$ cat src/ksc_pkg.sv
// Purpose: Shared constants and types for the key-scan timing block.
// Assumes: A 20 MHz system clock and byte-wide registers.
// Notes:   Every offset, field position, reset value and timing count.
package ksc_pkg;

    // Register offsets on the serial register port.
    localparam logic [7:0] KSC_OFF_DEBOUNCE = 8'h02;
    localparam logic [7:0] KSC_OFF_INTPOL   = 8'h03;
    localparam logic [7:0] KSC_OFF_REPEAT   = 8'h05;
    localparam logic [7:0] KSC_OFF_SLEEP    = 8'h06;

    // Reset values of the four registers.
    localparam logic [7:0] KSC_RST_DEBOUNCE = 8'hFF;
    localparam logic [7:0] KSC_RST_INTPOL   = 8'h00;
    localparam logic [7:0] KSC_RST_REPEAT   = 8'h00;
    localparam logic [2:0] KSC_RST_SLEEP    = 3'h7;

    // Field positions.
    localparam int KSC_DBN_PRESS_LSB   = 0;
    localparam int KSC_DBN_RELEASE_LSB = 4;
    localparam int KSC_INT_TIME_LSB    = 0;
    localparam int KSC_INT_LEVEL_LSB   = 5;
    localparam int KSC_RPT_DELAY_LSB   = 0;
    localparam int KSC_RPT_RATE_LSB    = 4;
    localparam int KSC_RPT_ENABLE_BIT  = 7;

    // Scale factors of the coded fields.
    localparam int KSC_DBN_MS_STEP     = 2;
    localparam int KSC_RPT_DELAY_STEP  = 8;
    localparam int KSC_RPT_RATE_STEP   = 4;
    localparam int KSC_SLEEP_MAX_MS    = 8192;

    // Time base: one millisecond tick derived from the clock.
    localparam int KSC_CLK_PERIOD_NS   = 50;
    localparam int KSC_TICK_PERIOD_NS  = 1000000;
    localparam int KSC_TICK_CYCLES     =
        KSC_TICK_PERIOD_NS / KSC_CLK_PERIOD_NS;

    // One access from the serial bus engine.
    typedef struct packed {
        logic       wr;     // One-cycle write strobe.
        logic       rd;     // One-cycle read strobe.
        logic [7:0] addr;   // Register offset.
        logic [7:0] wdata;  // Write data.
    } ksc_req_t;

    // States of the autorepeat sequencer.
    typedef enum logic [1:0] {
        KSC_RPT_IDLE,
        KSC_RPT_DELAY,
        KSC_RPT_RATE
    } ksc_rpt_state_t;

endpackage

$ cat src/ksc_timing.sv
// Purpose: Debounce, interrupt, autorepeat and autosleep timing control.
// Assumes: Register port, key-event and queue inputs share mclk.
// Notes:   The serial engine, key queue and scanner live elsewhere.
`timescale 1ns/1ps
`default_nettype none
module ksc_timing
    import ksc_pkg::*;
#(
    parameter int unsigned TICK_CYCLES = KSC_TICK_CYCLES
) (
    input  wire logic       mclk,
    input  wire logic       reset,
    input  wire ksc_req_t   req,
    output var  logic [7:0] rdata,
    input  wire logic       key_event,
    input  wire logic       key_held,
    input  wire logic [4:0] fifo_count,
    input  wire logic       fifo_read,
    input  wire logic       int_clear_on_read,
    output var  logic       int_n,
    output var  logic       dbn_tick,
    output var  logic [5:0] press_ms,
    output var  logic [5:0] release_ms,
    output var  logic       repeat_push,
    output var  logic       repeat_more,
    output var  logic       sleep_mode
);

    // Milliseconds for a four-bit debounce code.
    function automatic logic [5:0] dbn_ms(input logic [3:0] code);
        dbn_ms = 6'(KSC_DBN_MS_STEP * (int'(code) + 1));
    endfunction

    // Milliseconds for a sleep code; zero means disabled.
    function automatic logic [13:0] sleep_ms(input logic [2:0] code);
        if (code == 3'h0) begin
            sleep_ms = 14'h0000;
        end else if (code == 3'h7) begin
            sleep_ms = 14'(KSC_SLEEP_MAX_MS >> 5);
        end else begin
            sleep_ms = 14'(KSC_SLEEP_MAX_MS >> (int'(code) - 1));
        end
    endfunction

    logic        ms_tick;      // One-cycle millisecond enable.
    logic [7:0]  dbn_reg_q;    // Debounce times register.
    logic [7:0]  dbn_reg_d;
    logic [7:0]  int_reg_q;    // Interrupt policy register.
    logic [7:0]  int_reg_d;
    logic [7:0]  rpt_reg_q;    // Repeat control register.
    logic [7:0]  rpt_reg_d;
    logic [2:0]  slp_reg_q;    // Idle sleep timeout code.
    logic [2:0]  slp_reg_d;
    logic [7:0]  rdata_d;
    logic [5:0]  dbn_cnt_q;    // Milliseconds into a debounce cycle.
    logic [5:0]  dbn_cnt_d;
    logic        dbn_tick_d;
    logic [5:0]  press_ms_d;
    logic [5:0]  release_ms_d;
    logic [4:0]  int_cnt_q;    // Debounce cycles since last time hit.
    logic [4:0]  int_cnt_d;
    logic        int_n_d;
    ksc_rpt_state_t rpt_st_q;  // Autorepeat sequencer state.
    ksc_rpt_state_t rpt_st_d;
    logic [7:0]  rpt_cnt_q;    // Debounce cycles toward next repeat.
    logic [7:0]  rpt_cnt_d;
    logic        repeat_push_d;
    logic        repeat_more_d;
    logic [13:0] idle_cnt_q;   // Milliseconds without a key event.
    logic [13:0] idle_cnt_d;
    logic        sleep_mode_d;

    // The only time base: dbn_cnt_q and idle_cnt_q advance on this enable, int_cnt_q and rpt_cnt_q on dbn_tick.
    ksc_tick_div #(
        .DIV (TICK_CYCLES)
    ) u_tick (
        .mclk  (mclk),
        .reset (reset),
        .tick  (ms_tick)
    );

    // Register writes and reads; unmapped offsets read as zero.
    always_comb begin
        dbn_reg_d = dbn_reg_q;
        int_reg_d = int_reg_q;
        rpt_reg_d = rpt_reg_q;
        slp_reg_d = slp_reg_q;
        rdata_d   = rdata;
        if (req.wr) begin
            case (req.addr)
                KSC_OFF_DEBOUNCE: dbn_reg_d = req.wdata;
                KSC_OFF_INTPOL:   int_reg_d = req.wdata;
                KSC_OFF_REPEAT:   rpt_reg_d = req.wdata;
                KSC_OFF_SLEEP:    slp_reg_d = req.wdata[2:0];
                default:          dbn_reg_d = dbn_reg_q;
            endcase
        end
        if (req.rd) begin
            case (req.addr)
                KSC_OFF_DEBOUNCE: rdata_d = dbn_reg_q;
                KSC_OFF_INTPOL:   rdata_d = int_reg_q;
                KSC_OFF_REPEAT:   rdata_d = rpt_reg_q;
                KSC_OFF_SLEEP:    rdata_d = {5'h00, slp_reg_q};
                default:          rdata_d = 8'h00;
            endcase
        end
    end

    // Debounce cycle timer and decoded debounce times.
    always_comb begin
        press_ms_d   = dbn_ms(dbn_reg_q[KSC_DBN_PRESS_LSB +: 4]);
        release_ms_d = dbn_ms(dbn_reg_q[KSC_DBN_RELEASE_LSB +: 4]);
        dbn_cnt_d    = dbn_cnt_q;
        dbn_tick_d   = 1'b0;
        if (ms_tick) begin
            // A cycle lasts the press debounce time.
            if (dbn_cnt_q + 6'h01 >= press_ms) begin
                dbn_cnt_d  = 6'h00;
                dbn_tick_d = 1'b1;
            end else begin
                dbn_cnt_d = dbn_cnt_q + 6'h01;
            end
        end
    end

    // Interrupt sources; a new cause wins over a clear in the same cycle.
    always_comb begin
        logic [4:0] time_n;
        logic [2:0] lvl_n;
        logic       time_hit;
        logic       lvl_hit;
        logic       clr;
        time_n    = int_reg_q[KSC_INT_TIME_LSB +: 5];
        lvl_n     = int_reg_q[KSC_INT_LEVEL_LSB +: 3];
        time_hit  = 1'b0;
        int_cnt_d = int_cnt_q;
        if (time_n == 5'h00) begin
            int_cnt_d = 5'h00;
        end else if (dbn_tick) begin
            if (int_cnt_q + 5'h01 >= time_n) begin
                int_cnt_d = 5'h00;
                time_hit  = 1'b1;
            end else begin
                int_cnt_d = int_cnt_q + 5'h01;
            end
        end
        lvl_hit = (lvl_n != 3'h0) && (fifo_count >= {1'b0, lvl_n, 1'b0});
        clr = int_clear_on_read ? fifo_read : (fifo_count == 5'h00);
        if (time_hit || lvl_hit) begin
            int_n_d = 1'b0;
        end else if (clr) begin
            int_n_d = 1'b1;
        end else begin
            int_n_d = int_n;
        end
    end

    // Autorepeat sequencer, counting debounce cycles while a key is held.
    always_comb begin
        logic [7:0] delay_c;
        logic [7:0] rate_c;
        delay_c = 8'(KSC_RPT_DELAY_STEP *
                     (int'(rpt_reg_q[KSC_RPT_DELAY_LSB +: 4]) + 1));
        rate_c  = 8'(KSC_RPT_RATE_STEP *
                     (int'(rpt_reg_q[KSC_RPT_RATE_LSB +: 3]) + 1));
        rpt_st_d      = rpt_st_q;
        rpt_cnt_d     = rpt_cnt_q;
        repeat_push_d = 1'b0;
        repeat_more_d = repeat_more;
        if (!rpt_reg_q[KSC_RPT_ENABLE_BIT] || !key_held || key_event) begin
            // Disabled, released, or a new key: start over.
            rpt_st_d  = KSC_RPT_IDLE;
            rpt_cnt_d = 8'h00;
        end else begin
            case (rpt_st_q)
                KSC_RPT_IDLE: begin
                    rpt_st_d  = KSC_RPT_DELAY;
                    rpt_cnt_d = 8'h00;
                end
                KSC_RPT_DELAY, KSC_RPT_RATE: begin
                    if (dbn_tick) begin
                        if (rpt_cnt_q + 8'h01 >=
                            ((rpt_st_q == KSC_RPT_DELAY) ? delay_c : rate_c)) begin
                            rpt_cnt_d     = 8'h00;
                            rpt_st_d      = KSC_RPT_RATE;
                            repeat_push_d = 1'b1;
                            repeat_more_d = (fifo_count != 5'h00);
                        end else begin
                            rpt_cnt_d = rpt_cnt_q + 8'h01;
                        end
                    end
                end
                default: begin
                    rpt_st_d = KSC_RPT_IDLE;
                end
            endcase
        end
    end

    // Inactivity timer; a key event restarts it and wakes the block.
    always_comb begin
        logic [13:0] limit;
        limit        = sleep_ms(slp_reg_q);
        idle_cnt_d   = idle_cnt_q;
        sleep_mode_d = sleep_mode;
        if (key_event) begin
            idle_cnt_d   = 14'h0000;
            sleep_mode_d = 1'b0;
        end else if (limit == 14'h0000) begin
            idle_cnt_d = 14'h0000;
        end else if (ms_tick && !sleep_mode) begin
            if (idle_cnt_q + 14'h0001 >= limit) begin
                idle_cnt_d   = 14'h0000;
                sleep_mode_d = 1'b1;
            end else begin
                idle_cnt_d = idle_cnt_q + 14'h0001;
            end
        end
    end

    // Registers all state; every output comes from here.
    always_ff @(posedge mclk or posedge reset) begin
        if (reset) begin
            dbn_reg_q   <= KSC_RST_DEBOUNCE;
            int_reg_q   <= KSC_RST_INTPOL;
            rpt_reg_q   <= KSC_RST_REPEAT;
            slp_reg_q   <= KSC_RST_SLEEP;
            rdata       <= 8'h00;
            dbn_cnt_q   <= 6'h00;
            dbn_tick    <= 1'b0;
            press_ms    <= 6'h20;
            release_ms  <= 6'h20;
            int_cnt_q   <= 5'h00;
            int_n       <= 1'b1;
            rpt_st_q    <= KSC_RPT_IDLE;
            rpt_cnt_q   <= 8'h00;
            repeat_push <= 1'b0;
            repeat_more <= 1'b0;
            idle_cnt_q  <= 14'h0000;
            sleep_mode  <= 1'b0;
        end else begin
            dbn_reg_q   <= dbn_reg_d;
            int_reg_q   <= int_reg_d;
            rpt_reg_q   <= rpt_reg_d;
            slp_reg_q   <= slp_reg_d;
            rdata       <= rdata_d;
            dbn_cnt_q   <= dbn_cnt_d;
            dbn_tick    <= dbn_tick_d;
            press_ms    <= press_ms_d;
            release_ms  <= release_ms_d;
            int_cnt_q   <= int_cnt_d;
            int_n       <= int_n_d;
            rpt_st_q    <= rpt_st_d;
            rpt_cnt_q   <= rpt_cnt_d;
            repeat_push <= repeat_push_d;
            repeat_more <= repeat_more_d;
            idle_cnt_q  <= idle_cnt_d;
            sleep_mode  <= sleep_mode_d;
        end
    end

endmodule
`default_nettype wire

$ cat src/ksc_tick_div.sv
// Purpose: Divides the clock down to a one-cycle millisecond enable.
// Assumes: Free-running clock; the divider never depends on bus traffic.
// Notes:   DIV may be shortened in simulation.
`timescale 1ns/1ps
`default_nettype none
module ksc_tick_div #(
    parameter int unsigned DIV = 20000
) (
    input  wire logic mclk,
    input  wire logic reset,
    output var  logic tick
);

    logic [15:0] cnt_q;  // Cycles since the last tick.
    logic [15:0] cnt_d;  // Next count.
    logic        tick_d; // Next tick value.

    // The count wraps after DIV cycles and raises the tick for one cycle.
    always_comb begin
        if (cnt_q == 16'(DIV - 1)) begin
            cnt_d  = 16'h0000;
            tick_d = 1'b1;
        end else begin
            cnt_d  = cnt_q + 16'h0001;
            tick_d = 1'b0;
        end
    end

    // Registers the divider state.
    always_ff @(posedge mclk or posedge reset) begin
        if (reset) begin
            cnt_q <= 16'h0000;
            tick  <= 1'b0;
        end else begin
            cnt_q <= cnt_d;
            tick  <= tick_d;
        end
    end

endmodule
`default_nettype wire

$ cat config.mk
export PLATFORM = sky130hd
export DESIGN_NAME = ksc_timing
export DESIGN_NICKNAME = d
export VERILOG_FILES = /design/src/ksc_pkg.sv /design/src/ksc_timing.sv /design/src/ksc_tick_div.sv
export SDC_FILE = /design/constraint.sdc
export NUM_CORES = 1
export LEC_CHECK = 0
export ABC_CLOCK_PERIOD_IN_PS = 3190
export BUFFER_PORTS_ARGS = -buffer_cell sky130_fd_sc_hd__buf_2
export CAP_MARGIN = 10
export CORE_ASPECT_RATIO = 1.1
export CORE_MARGIN = 2
export CORE_UTILIZATION = 54
export CTS_BUF_LIST = sky130_fd_sc_hd__clkbuf_16
export DETAILED_ROUTE_END_ITERATION = 8
export PLACE_DENSITY = 0.76
export SLEW_MARGIN = 20
export SYNTH_ARGS = -nofsm -noshare
export SYNTH_HDL_FRONTEND = slang
export SYNTH_HIERARCHICAL = 1
export SYNTH_SLANG_ARGS = --single-unit
$ cat constraint.sdc
create_clock -name mclk -period 3.19 [get_ports mclk]
set_input_delay 0.638 -clock mclk [delete_from_list [all_inputs] [get_ports mclk]]
set_output_delay 0.638 -clock mclk [all_outputs]
set_load 0.05 [all_outputs]
==> flow_summary.toml, run 1 <==
[power]
share_of_power_burned_in_registers_pct = 52.4
switching_power_mw = 0.6542
power_density_nw_per_um2 = 383.4
irDropWorstVdd_mv = 0.2693
clockPowerShare_pct = 37.3
power.leakage_nw = 3.214
cell_internal_pwr_mw = 1.939
p_comb_share_pct = 10.3
swShare_pct = 25.23

[timing]
fmaxAchievable_mhz = 349.5
fin_worst_setup_slack_ps = 328.8
finalCritPeriodShare_pct = 89.69
final_max_slew_viol_count = 0
worst_slew_margin_rel_pct = 49.59
rsz_0062_raised_after_global_routing = "no"
final_hold_viol_count = 0
final.hold.worst_slack_ps = 198.4
worst_tran_pin_value_ps = 748.3
timing.clock.skew_ps = 9.702
finalWorstPathRequiredPeriod_ps = 2861
setup_tns_ps = 0
finalSetupViolCount = 0

[synthesis]
synth.distinct_cells = 64
synth.yosys.seq_area_share_pct = 42.34
simple_gate_share_of_the_synthesized_area_pct = 16.22
main_combinational_cell_family_by_area_after_synthesis = "simple AND/OR/NAND/NOR gates"
synth.yosys.warnings = 6
leading_register_cell_type_out_of_synthesis = "sky130_fd_sc_hd__dfrtp_1"
synthesized_instance_count = 611
number_of_enable_flip_flop_cells_after_synthesis = 0
synth-adder-area-share_pct = 10.51
synth_compound_area_share_pct = 13.48
yosys_register_bits = 102
multiplexer_share_of_the_synthesized_area_pct = 6.494
synthesis.area_per_instance_um2 = 9.934
synthDominantCellAreaShare_pct = 36.28
synthXorXnorAreaFrac_pct = 6.349
synth_top_cell_by_area = "sky130_fd_sc_hd__dfrtp_1"
synth.top_cells.by_area = "sky130_fd_sc_hd__dfrtp_1, sky130_fd_sc_hd__ha_1, sky130_fd_sc_hd__dfstp_2"
mappedNetlistArea_um2 = 6070
synth-async-reset-ratio_pct = 100.0

[setup_path]
cp_cell_sequence = "ha_1 -> nand3_1 -> nor2_1 -> xor2_1 -> ha_1 -> nand3_1 -> o21a_1 -> o21ai_0 -> mux2_2"
cp_max_fo = 8
end_kind = "flop"
cp-start-kind = "flop"
timing.critical_path.slowest_cell_delay_ps = 640
slowest_stage = "sky130_fd_sc_hd__o21ai_0"
critical_path_arrival_ps = 3090
timing.setup.critical_path_class = "reg2reg"
worst_ep_required_time_ps = 3420

[routing]
drc = 0
routedWlPerCell_um = 15.51
wl_um = 12640
drt_pre_antenna_iters = 6
via_count = 4727
detail_route.vias_per_cell = 5.800
detail_route.iter0.violations = 312
ant_nets = 0

[place]
pre_cts_slack_ps = 134.7
globalplace.congestion = 0.8771
port-buffer-count = 51
hpwl_um = 9432

[cts]
cts-buffers-inserted = 9
cts_root_buffer = "sky130_fd_sc_hd__clkbuf_16"
clk_pin_slew_ps = 70
h_tree_depth_reported_by_cts = 3
clk_latency_worst_skew_pair_ps = 340
tritoncts = "done"
numClockSinks = 102
clk_path_buf_depth = 2

[grt]
number_of_global_route_vias_before_repair = 4532
grt_util_all_layers_pct = 21.87
grt_first_pass_wirelength_um = 21370
grt_start_max_net_pins = 77
antenna_violations_before_repair = 0
grt_remaining_overflow = 0

[finish]
ant_diodes = 0
fin_util_pct = 61.71
layout-area-overhead-vs-synth_pct = 11.44
nets = 744
multiInputGateArea_um2 = 3264
drive_above_1_share_pct = 18.56
fillCellCount = 883
register_area_um2 = 2570

[hold_path]
hold_path_class = "in2async"

[floorplan]
floorplan_die_width_um = 105.1
ios = 54
design.core.area_um2 = 10960
vert_die_dim_um = 115.2
num_rows = 40
dieArea_um2 = 12100
floorplan.initialDensity_pct = 55.38

[outcome]
status = "finished clean"

[flow_run]
total_of_max_cap_violations = 0
==> power by group through the flow <==
stage                     Sequential, mW  Combinational (mW)  Clock (mW)
after global routing                1.36               0.296        1.05
after CTS                           1.36               0.264       0.988
after detailed placement            1.38               0.262           0
after global placement              1.38               0.251           0
after floorplan                     1.41               0.151           0
final                               1.36               0.266       0.968
==> worst paths after layout <==
| check | from | to | slack [ps] | cells past startpoint |
|---|---|---|---|---|
| worst max-delay path | rpt_cnt_q[0] | repeat_more | 330 | 9 |
| worst min-delay path | reset | int_cnt_q[2] | 200 | 2 |
| worst max register to register | rpt_cnt_q[0] | repeat_more | 330 | 9 |
| worst min register to register | u_tick/cnt_q[15] | u_tick/cnt_q[15] | 480 | 1 |
| max in group asynchronous | reset | press_ms[5] | 2320 | 3 |
| min in group mclk | u_tick/cnt_q[15] | u_tick/cnt_q[15] | 480 | 1 |
==> cells by family (layout without fill, tap and decap cells) <==
group / count (synthesis) / count (layout)
multiplexers: 33 / 33
AO/OA/AOI/OAI: 119 / 119
other: 2 / 8
flip-flops: 102 / 102
XOR/XNOR: 44 / 44
buffers and inverters: 67 / 118
AND/OR/NAND/NOR: 193 / 193
adder cells (fa/ha/maj): 51 / 51
==> cell type report <==
class,count,area share [%]
repair buffers,57,4.624
well taps,147,2.719
inverters,46,2.571
multi-input cells,448,48.26
clock buffers,9,3.330
clock inverters,6,0.4994
flip-flops and latches,102,37.99
==> placed cells by master, fill, tap and decap left out, drive strengths merged, types with 6 or more instances in the layout <==
cell     instances
a21oi           28
nand2           71
o2111ai         11
mux2i            6
inv             49
clkbuf           9
and3             9
dfstp           14
nor2            30
nand3           27
buf             57
conb             8
nor3            13
o211ai          10
xor2            19
xnor2           25
nand4            9
nand2b           7
ha              51
dfrtp           88
o22ai           13
mux2            27
o21ai           16
==> sequential cells by signal, summed over array words and instances, names as in the netlist <==
| name | flops |
|---|---|
| u_tick/cnt_q | 16 |
| idle_cnt_q | 14 |
| dbn_reg_q | 8 |
| int_reg_q | 8 |
| rdata | 8 |
| rpt_cnt_q | 8 |
| rpt_reg_q | 8 |
| dbn_cnt_q | 6 |
| int_cnt_q | 5 |
| press_ms | 5 |
| release_ms | 5 |
| slp_reg_q | 3 |
| rpt_st_q | 2 |
| dbn_tick | 1 |
| int_n | 1 |
| repeat_more | 1 |
| repeat_push | 1 |
| sleep_mode | 1 |
| u_tick/tick | 1 |
==> per-stage QoR <==
| stage | power, mW | area, µm² | std cells |
|---|---|---|---|
| 2_1_floorplan | 1.559 | 6092 | 617 |
| 3_3_place_gp | 1.632 | 6484 | 799 |
| 3_5_place_dp | 1.644 | 6484 | 799 |
| 4_1_cts | 2.610 | 6743 | 814 |
| 5_1_grt | 2.714 | 6764 | 815 |
| 6_report | 2.594 | 6764 | 815 |
==> layer usage <==
layer  track usage [%]  up-vias  share of wire [%]
met5                 0        -                  0
met1             28.46     2281                 44
li1                  -     2286                  -
met3             4.138        7                4.9
met2             37.75      153                 50
met4             5.956        0               0.63
==> worst max-delay path: cells and delay by family, from the launching register on <==
family / cells / cell delay, ps
AOI/OAI and AO/OA: 2 / 900
muxes: 1 / 410
and+or+nand+nor: 3 / 350
DFF: 1 / 440
xor gates and xnor gates: 1 / 230
adders and majority gates: 2 / 410
==> Yosys cell counts, types with 13 or more instances <==
| cell type | instances |
|---|---|
| sky130_fd_sc_hd__mux2_2 | 19 |
| sky130_fd_sc_hd__o21ai_0 | 15 |
| sky130_fd_sc_hd__dfrtp_1 | 88 |
| sky130_fd_sc_hd__xnor2_1 | 25 |
| sky130_fd_sc_hd__dfstp_2 | 14 |
| sky130_fd_sc_hd__inv_1 | 46 |
| sky130_fd_sc_hd__a21oi_1 | 28 |
| sky130_fd_sc_hd__nor3_1 | 13 |
| sky130_fd_sc_hd__nand3_1 | 27 |
| sky130_fd_sc_hd__nor2_1 | 29 |
| sky130_fd_sc_hd__xor2_1 | 19 |
| sky130_fd_sc_hd__o22ai_1 | 13 |
| sky130_fd_sc_hd__nand2_1 | 70 |
| sky130_fd_sc_hd__ha_1 | 51 |
==> repair_timing <==
item	4_1_cts	5_1_grt
resized for setup	0	2
endpoints found under the setup margin	0	10
hold buffers	0	0
setup buffers	0	1
Note: power is estimated with default switching activity, not from simulation.
==> run 2, diff against run 1 <==
Settings changed: CELL_PAD_IN_SITES_DETAIL_PLACEMENT set to 0, CELL_PAD_IN_SITES_GLOBAL_PLACEMENT set to 1, CORE_UTILIZATION 54 to 43, PLACE_DENSITY 0.76 to not set, PLACE_DENSITY_LB_ADDON set to 0.1.
==> run 2 against run 1 <==
Net effect: sequential cell count unchanged; register-to-register slack better by 40 ps; via count decreased by 3.9%; final cell count increased by 5.8%; clock power is 12% higher; global-route usage decreased by 3.5 points; first-iteration DRC count fell by 30%; core utilization is 12 points lower; worst hold slack better by 110 ps; non-clock buffer count is 5 higher; clock skew is 1.6 ps lower; largest cell class unchanged.
==> flow_summary.toml, run 2 (same netlist as run 1, synthesis figures left out) <==
[cts]
tritoncts = "done"
numClockSinks = 102
cts_root_buffer = "sky130_fd_sc_hd__clkbuf_16"
clk_path_buf_depth = 2
cts-buffers-inserted = 9
h_tree_depth_reported_by_cts = 3
clk_latency_worst_skew_pair_ps = 350
cts_hold_buf = 0
clk_pin_slew_ps = 70

[grt]
grt_util_all_layers_pct = 18.34
antenna_violations_before_repair = 0
number_of_global_route_vias_before_repair = 4405
grt_remaining_overflow = 0
grt_first_pass_wirelength_um = 21780
grt_start_max_net_pins = 37

[power]
irDropWorstVdd_mv = 0.2450
power.leakage_nw = 3.244
power_density_nw_per_um2 = 393.0

[timing]
fin_worst_setup_slack_ps = 373.5
final.hold.worst_slack_ps = 308.0
final_hold_viol_count = 0
setup_tns_ps = 0
final_max_slew_viol_count = 0
finalCritPeriodShare_pct = 88.29
finalWorstPathRequiredPeriod_ps = 2817
rsz_0062_raised_after_global_routing = "no"
fmaxAchievable_mhz = 355.0
worst_slew_margin_rel_pct = 35.34
worst_tran_pin_value_ps = 967.8
timing.clock.skew_ps = 8.124
finalSetupViolCount = 0

[floorplan]
ios = 54
floorplan_die_width_um = 117.3
design.core.area_um2 = 13790
floorplan.initialDensity_pct = 44.00
num_rows = 45
vert_die_dim_um = 128.6
dieArea_um2 = 15080

[setup_path]
timing.critical_path.slowest_cell_delay_ps = 590
timing.reg2reg.setup_slack_ps = 370
cp-start-kind = "flop"
slowest_stage = "sky130_fd_sc_hd__dfstp_2"
cp_cell_sequence = "inv_1 -> ha_1 -> nor3_2 -> nand2_1 -> nand2_1 -> nand2_1 -> ha_1 -> nand2_1 -> nor2_1 -> o211ai_1 -> buf_4 -> o21a_1 -> o32ai_1"
crit_family = "simple AND/OR/NAND/NOR gates"
path_buf_inv = 2
timing.setup.critical_path_class = "reg2reg"
critical_path_arrival_ps = 3050
worst_ep_required_time_ps = 3420
cp_max_fo = 6
critical-path-top-cell-by-count = "sky130_fd_sc_hd__nand2_1"
end_kind = "flop"

[routing]
routedWlPerCell_um = 14.92
detail_route.vias_per_cell = 5.269
wl_um = 12860
drt_pre_antenna_iters = 5
ant_nets = 0
detail_route.iter0.violations = 218
via_count = 4542
drc = 0

[finish]
layout-area-overhead-vs-synth_pct = 13.30
drive_above_1_share_pct = 18.99
fillCellCount = 1291
nets = 749
top_register = "u_tick/cnt_q"
largest_reg_flops = 16
ant_diodes = 0
mostFrequentLayoutCell = "sky130_fd_sc_hd__dfrtp_1"
reg.largest.list = "u_tick/cnt_q: 16 flops, idle_cnt_q: 14 flops"
mostFrequentLayoutCells = "sky130_fd_sc_hd__dfrtp_1, sky130_fd_sc_hd__nand2_1, sky130_fd_sc_hd__ha_1, sky130_fd_sc_hd__buf_2, sky130_fd_sc_hd__inv_1"

[place]
globalplace.congestion = 0.7948
hpwl_um = 9727
port-buffer-count = 51
pre_cts_slack_ps = 83.44

[hold_path]
hold_path_class = "in2async"

[outcome]
status = "finished clean"

[flow_run]
total_of_max_cap_violations = 0
[run 2: cell count changes in the layout (fill, tap and decap cells not counted), sizes merged]
| cell | before | now |
|---|---|---|
| bufinv | 0 | 1 |
| inv | 49 | 48 |
| clkinvlp | 0 | 1 |
| buf | 57 | 62 |
[run 2: worst paths after layout]
check,cells after the start,endpoint,start
setup / recovery,13,sleep_mode,slp_reg_q[0]
hold / removal,2,int_cnt_q[1],reset
setup reg to reg,13,sleep_mode,slp_reg_q[0]
hold reg to reg,1,press_ms[1],dbn_reg_q[0]
max in group asynchronous,3,dbn_reg_q[5],reset
min in group mclk,1,press_ms[1],dbn_reg_q[0]
[run 2: what timing repair did]
item,in CTS,in global routing
resized for setup,0,2
endpoints found under the setup margin,0,15
setup buffers,0,1
[run 2: per-layer routing]
layer | wire length, µm | part of all wire (%) | track usage [%] | up-vias
met2 | 5734 | 45 | 27.65 | 59
met4 | 93 | 0.72 | 4.706 | 0
met3 | 353 | 2.7 | 3.721 | 7
li1 | - | - | - | 2296
met5 | 0 | 0 | 0 | -
met1 | 6676 | 52 | 27.00 | 2180
[run 2: per-stage QoR]
step,instances,area (µm²),utilization [%],power [mW]
after floorplan,617,6092,-,1.559
after detailed placement,845,6573,47.65,1.651
after CTS,861,6859,49.72,2.741
after global routing,862,6877,49.85,2.827
after global placement,845,6573,47.65,1.645
final,862,6877,49.85,2.703
[run 2: final cells by class]
cell class / instances / area, µm² / area share (%)
timing repair buffer: 62 / 350.3 / 5.095
inverter: 46 / 173.9 / 2.529
sequential: 102 / 2570 / 37.37
clock buffer: 9 / 225.2 / 3.275
multi-input combinational: 448 / 3261 / 47.42
tap: 188 / 235.2 / 3.421
clock inverter: 7 / 61.31 / 0.8916
[run 2: where the power goes]
group	switching (mW)	leakage, nW	internal (mW)	total (mW)
combinational	0.175	1.75	0.0928	0.268
sequential	0.0295	1.35	1.33	1.36
clock	0.476	0.147	0.599	1.08
total	0.681	3.24	2.02	2.70
==> run 3, diff against run 2 <==
Settings changed: CORE_UTILIZATION 43 to 30.
==> run 3 against run 2 <==
Net effect: register-to-register slack worse by 20 ps; worst hold slack worse by 66 ps; design area up 1.1%; count of clock-buffer cells in the layout unchanged; via count up 1.6%; critical endpoint is now idle_cnt_q[4].
==> flow_summary.toml, run 3 (same netlist as run 1, synthesis figures left out) <==
[floorplan]
ios = 54
floorplan.initialDensity_pct = 30.56
design.core.area_um2 = 19860
vert_die_dim_um = 153.2
num_rows = 54
floorplan_die_width_um = 139.6
dieArea_um2 = 21390

[cts]
clk_latency_worst_skew_pair_ps = 360
cts-buffers-inserted = 9
tritoncts = "done"
cts_hold_buf = 0
clk_path_buf_depth = 2
total_setup_buffers_inserted_after_cts = 0
h_tree_depth_reported_by_cts = 3
cts_root_buffer = "sky130_fd_sc_hd__clkbuf_16"
numClockSinks = 102
clk_pin_slew_ps = 80

[finish]
mostFrequentLayoutCells = "sky130_fd_sc_hd__dfrtp_1, sky130_fd_sc_hd__nand2_1, sky130_fd_sc_hd__ha_1, sky130_fd_sc_hd__buf_2, sky130_fd_sc_hd__inv_1"
top_register = "u_tick/cnt_q"
largest_reg_flops = 16
drive_above_1_share_pct = 19.02
finish.cell_count_without_fillers = 926
mostFrequentLayoutCell = "sky130_fd_sc_hd__dfrtp_1"
layout-area-overhead-vs-synth_pct = 14.57
reg.largest.list = "u_tick/cnt_q: 16 flops, idle_cnt_q: 14 flops"
nets = 748

[grt]
grt_util_all_layers_pct = 13.86
grt_start_max_net_pins = 68
grt_remaining_overflow = 0
antenna_violations_before_repair = 0
grt_first_pass_wirelength_um = 23760
number_of_global_route_vias_before_repair = 4606

[flow_run]
total_of_max_cap_violations = 0

[power]
power_density_nw_per_um2 = 396.5
irDropWorstVdd_mv = 0.2617
power.leakage_nw = 3.241

[place]
port-buffer-count = 51
hpwl_um = 10620
globalplace.congestion = 0.7463
dp.cells = 909

[timing]
worst_tran_pin_value_ps = 693.2
final_hold_viol_count = 0
finalSetupViolCount = 0
setup_tns_ps = 0
final_max_slew_viol_count = 0
fmaxAchievable_mhz = 352.7
timing.clock.skew_ps = 14.04
worst_slew_margin_rel_pct = 53.69
finalWorstPathRequiredPeriod_ps = 2835
rsz_0062_raised_after_global_routing = "no"
finalCritPeriodShare_pct = 88.88

[outcome]
status = "finished clean"

[setup_path]
reg2regPathDepth = 12
cp_max_fo = 18
end_kind = "flop"
worst_ep_required_time_ps = 3460
critical_path_arrival_ps = 3110
timing.setup.critical_path_class = "reg2reg"
cp-start-kind = "flop"

[routing]
detail_route.iter0.violations = 183
wl_um = 14230
drt_pre_antenna_iters = 4
drc = 0
via_count = 4615
detail_route.vias_per_cell = 4.984
ant_nets = 0
routedWlPerCell_um = 15.37

[hold_path]
hold_path_class = "in2async"
==> run 3: critical path, cell delays in order (launching register included) <==
cell and delay (ps):
sky130_fd_sc_hd__dfstp_2 580, sky130_fd_sc_hd__inv_1 100, sky130_fd_sc_hd__ha_1 250, sky130_fd_sc_hd__nor3_2 300, sky130_fd_sc_hd__mux2_2 220, sky130_fd_sc_hd__nand2_1 60, sky130_fd_sc_hd__ha_1 290, sky130_fd_sc_hd__a21oi_1 120
sky130_fd_sc_hd__o21ai_0 110, sky130_fd_sc_hd__a21oi_1 150, sky130_fd_sc_hd__buf_4 250, sky130_fd_sc_hd__o2111ai_1 140, sky130_fd_sc_hd__a31oi_1 200
==> run 3: final timing paths <==
path / startpoint / end / slack, ps
max: slp_reg_q[0] / idle_cnt_q[4] / 350
min in group mclk: u_tick/cnt_q[15] / u_tick/cnt_q[15] / 470
max in group asynchronous: reset / press_ms[5] / 2230
max reg2reg: slp_reg_q[0] / idle_cnt_q[4] / 350
min: reset / rdata[2] / 240
min reg2reg: u_tick/cnt_q[15] / u_tick/cnt_q[15] / 470
==> run 3: report_power, final <==
| group | leakage (nW) | switching [mW] | internal, mW | total (mW) |
|---|---|---|---|---|
| clock network | 0.152 | 0.520 | 0.608 | 1.13 |
| registers | 1.35 | 0.0298 | 1.33 | 1.36 |
| logic | 1.74 | 0.178 | 0.0922 | 0.271 |
==> run 3: routing by layer <==
metal	track usage, %	wire length (µm)	vias to the layer above	part of all wire, %
met4	4.857	220	0	1.5
met3	2.726	367	13	2.6
met1	19.43	7181	2245	50
met2	21.41	6460	52	45
met5	0	0	-	0
li1	-	-	2305	-
==> run 3: stage by stage <==
step	power, mW	setup WS, ps	utilization (%)	area, µm²	hold WS (ps)
floorplan	1.559	177.6	-	6092	438.1
global placement	1.655	356.2	33.49	6653	463.0
global route	2.891	88.23	35.00	6952	254.6
CTS	2.806	209.0	34.97	6947	245.8
finish	2.758	354.8	35.01	6954	242.0
detailed placement	1.659	229.9	33.49	6653	467.7
==> run 3: final cells by class <==
cell class              count  area [µm²]
inverters                  46       173.9
repair buffers             61       342.8
fillers                  2083       12910
well taps                 252       315.3
diodes                      1       2.502
clock buffers               9       225.2
multi-input cells         448        3256
flip-flops and latches    102        2570
clock inverters             7       68.82
==> run 3: repair_timing <==
| item | CTS | global route |
|---|---|---|
| setup endpoints to repair | 0 | 14 |
| hold endpoints to repair | 0 | 0 |
| resized for setup | 0 | 1 |
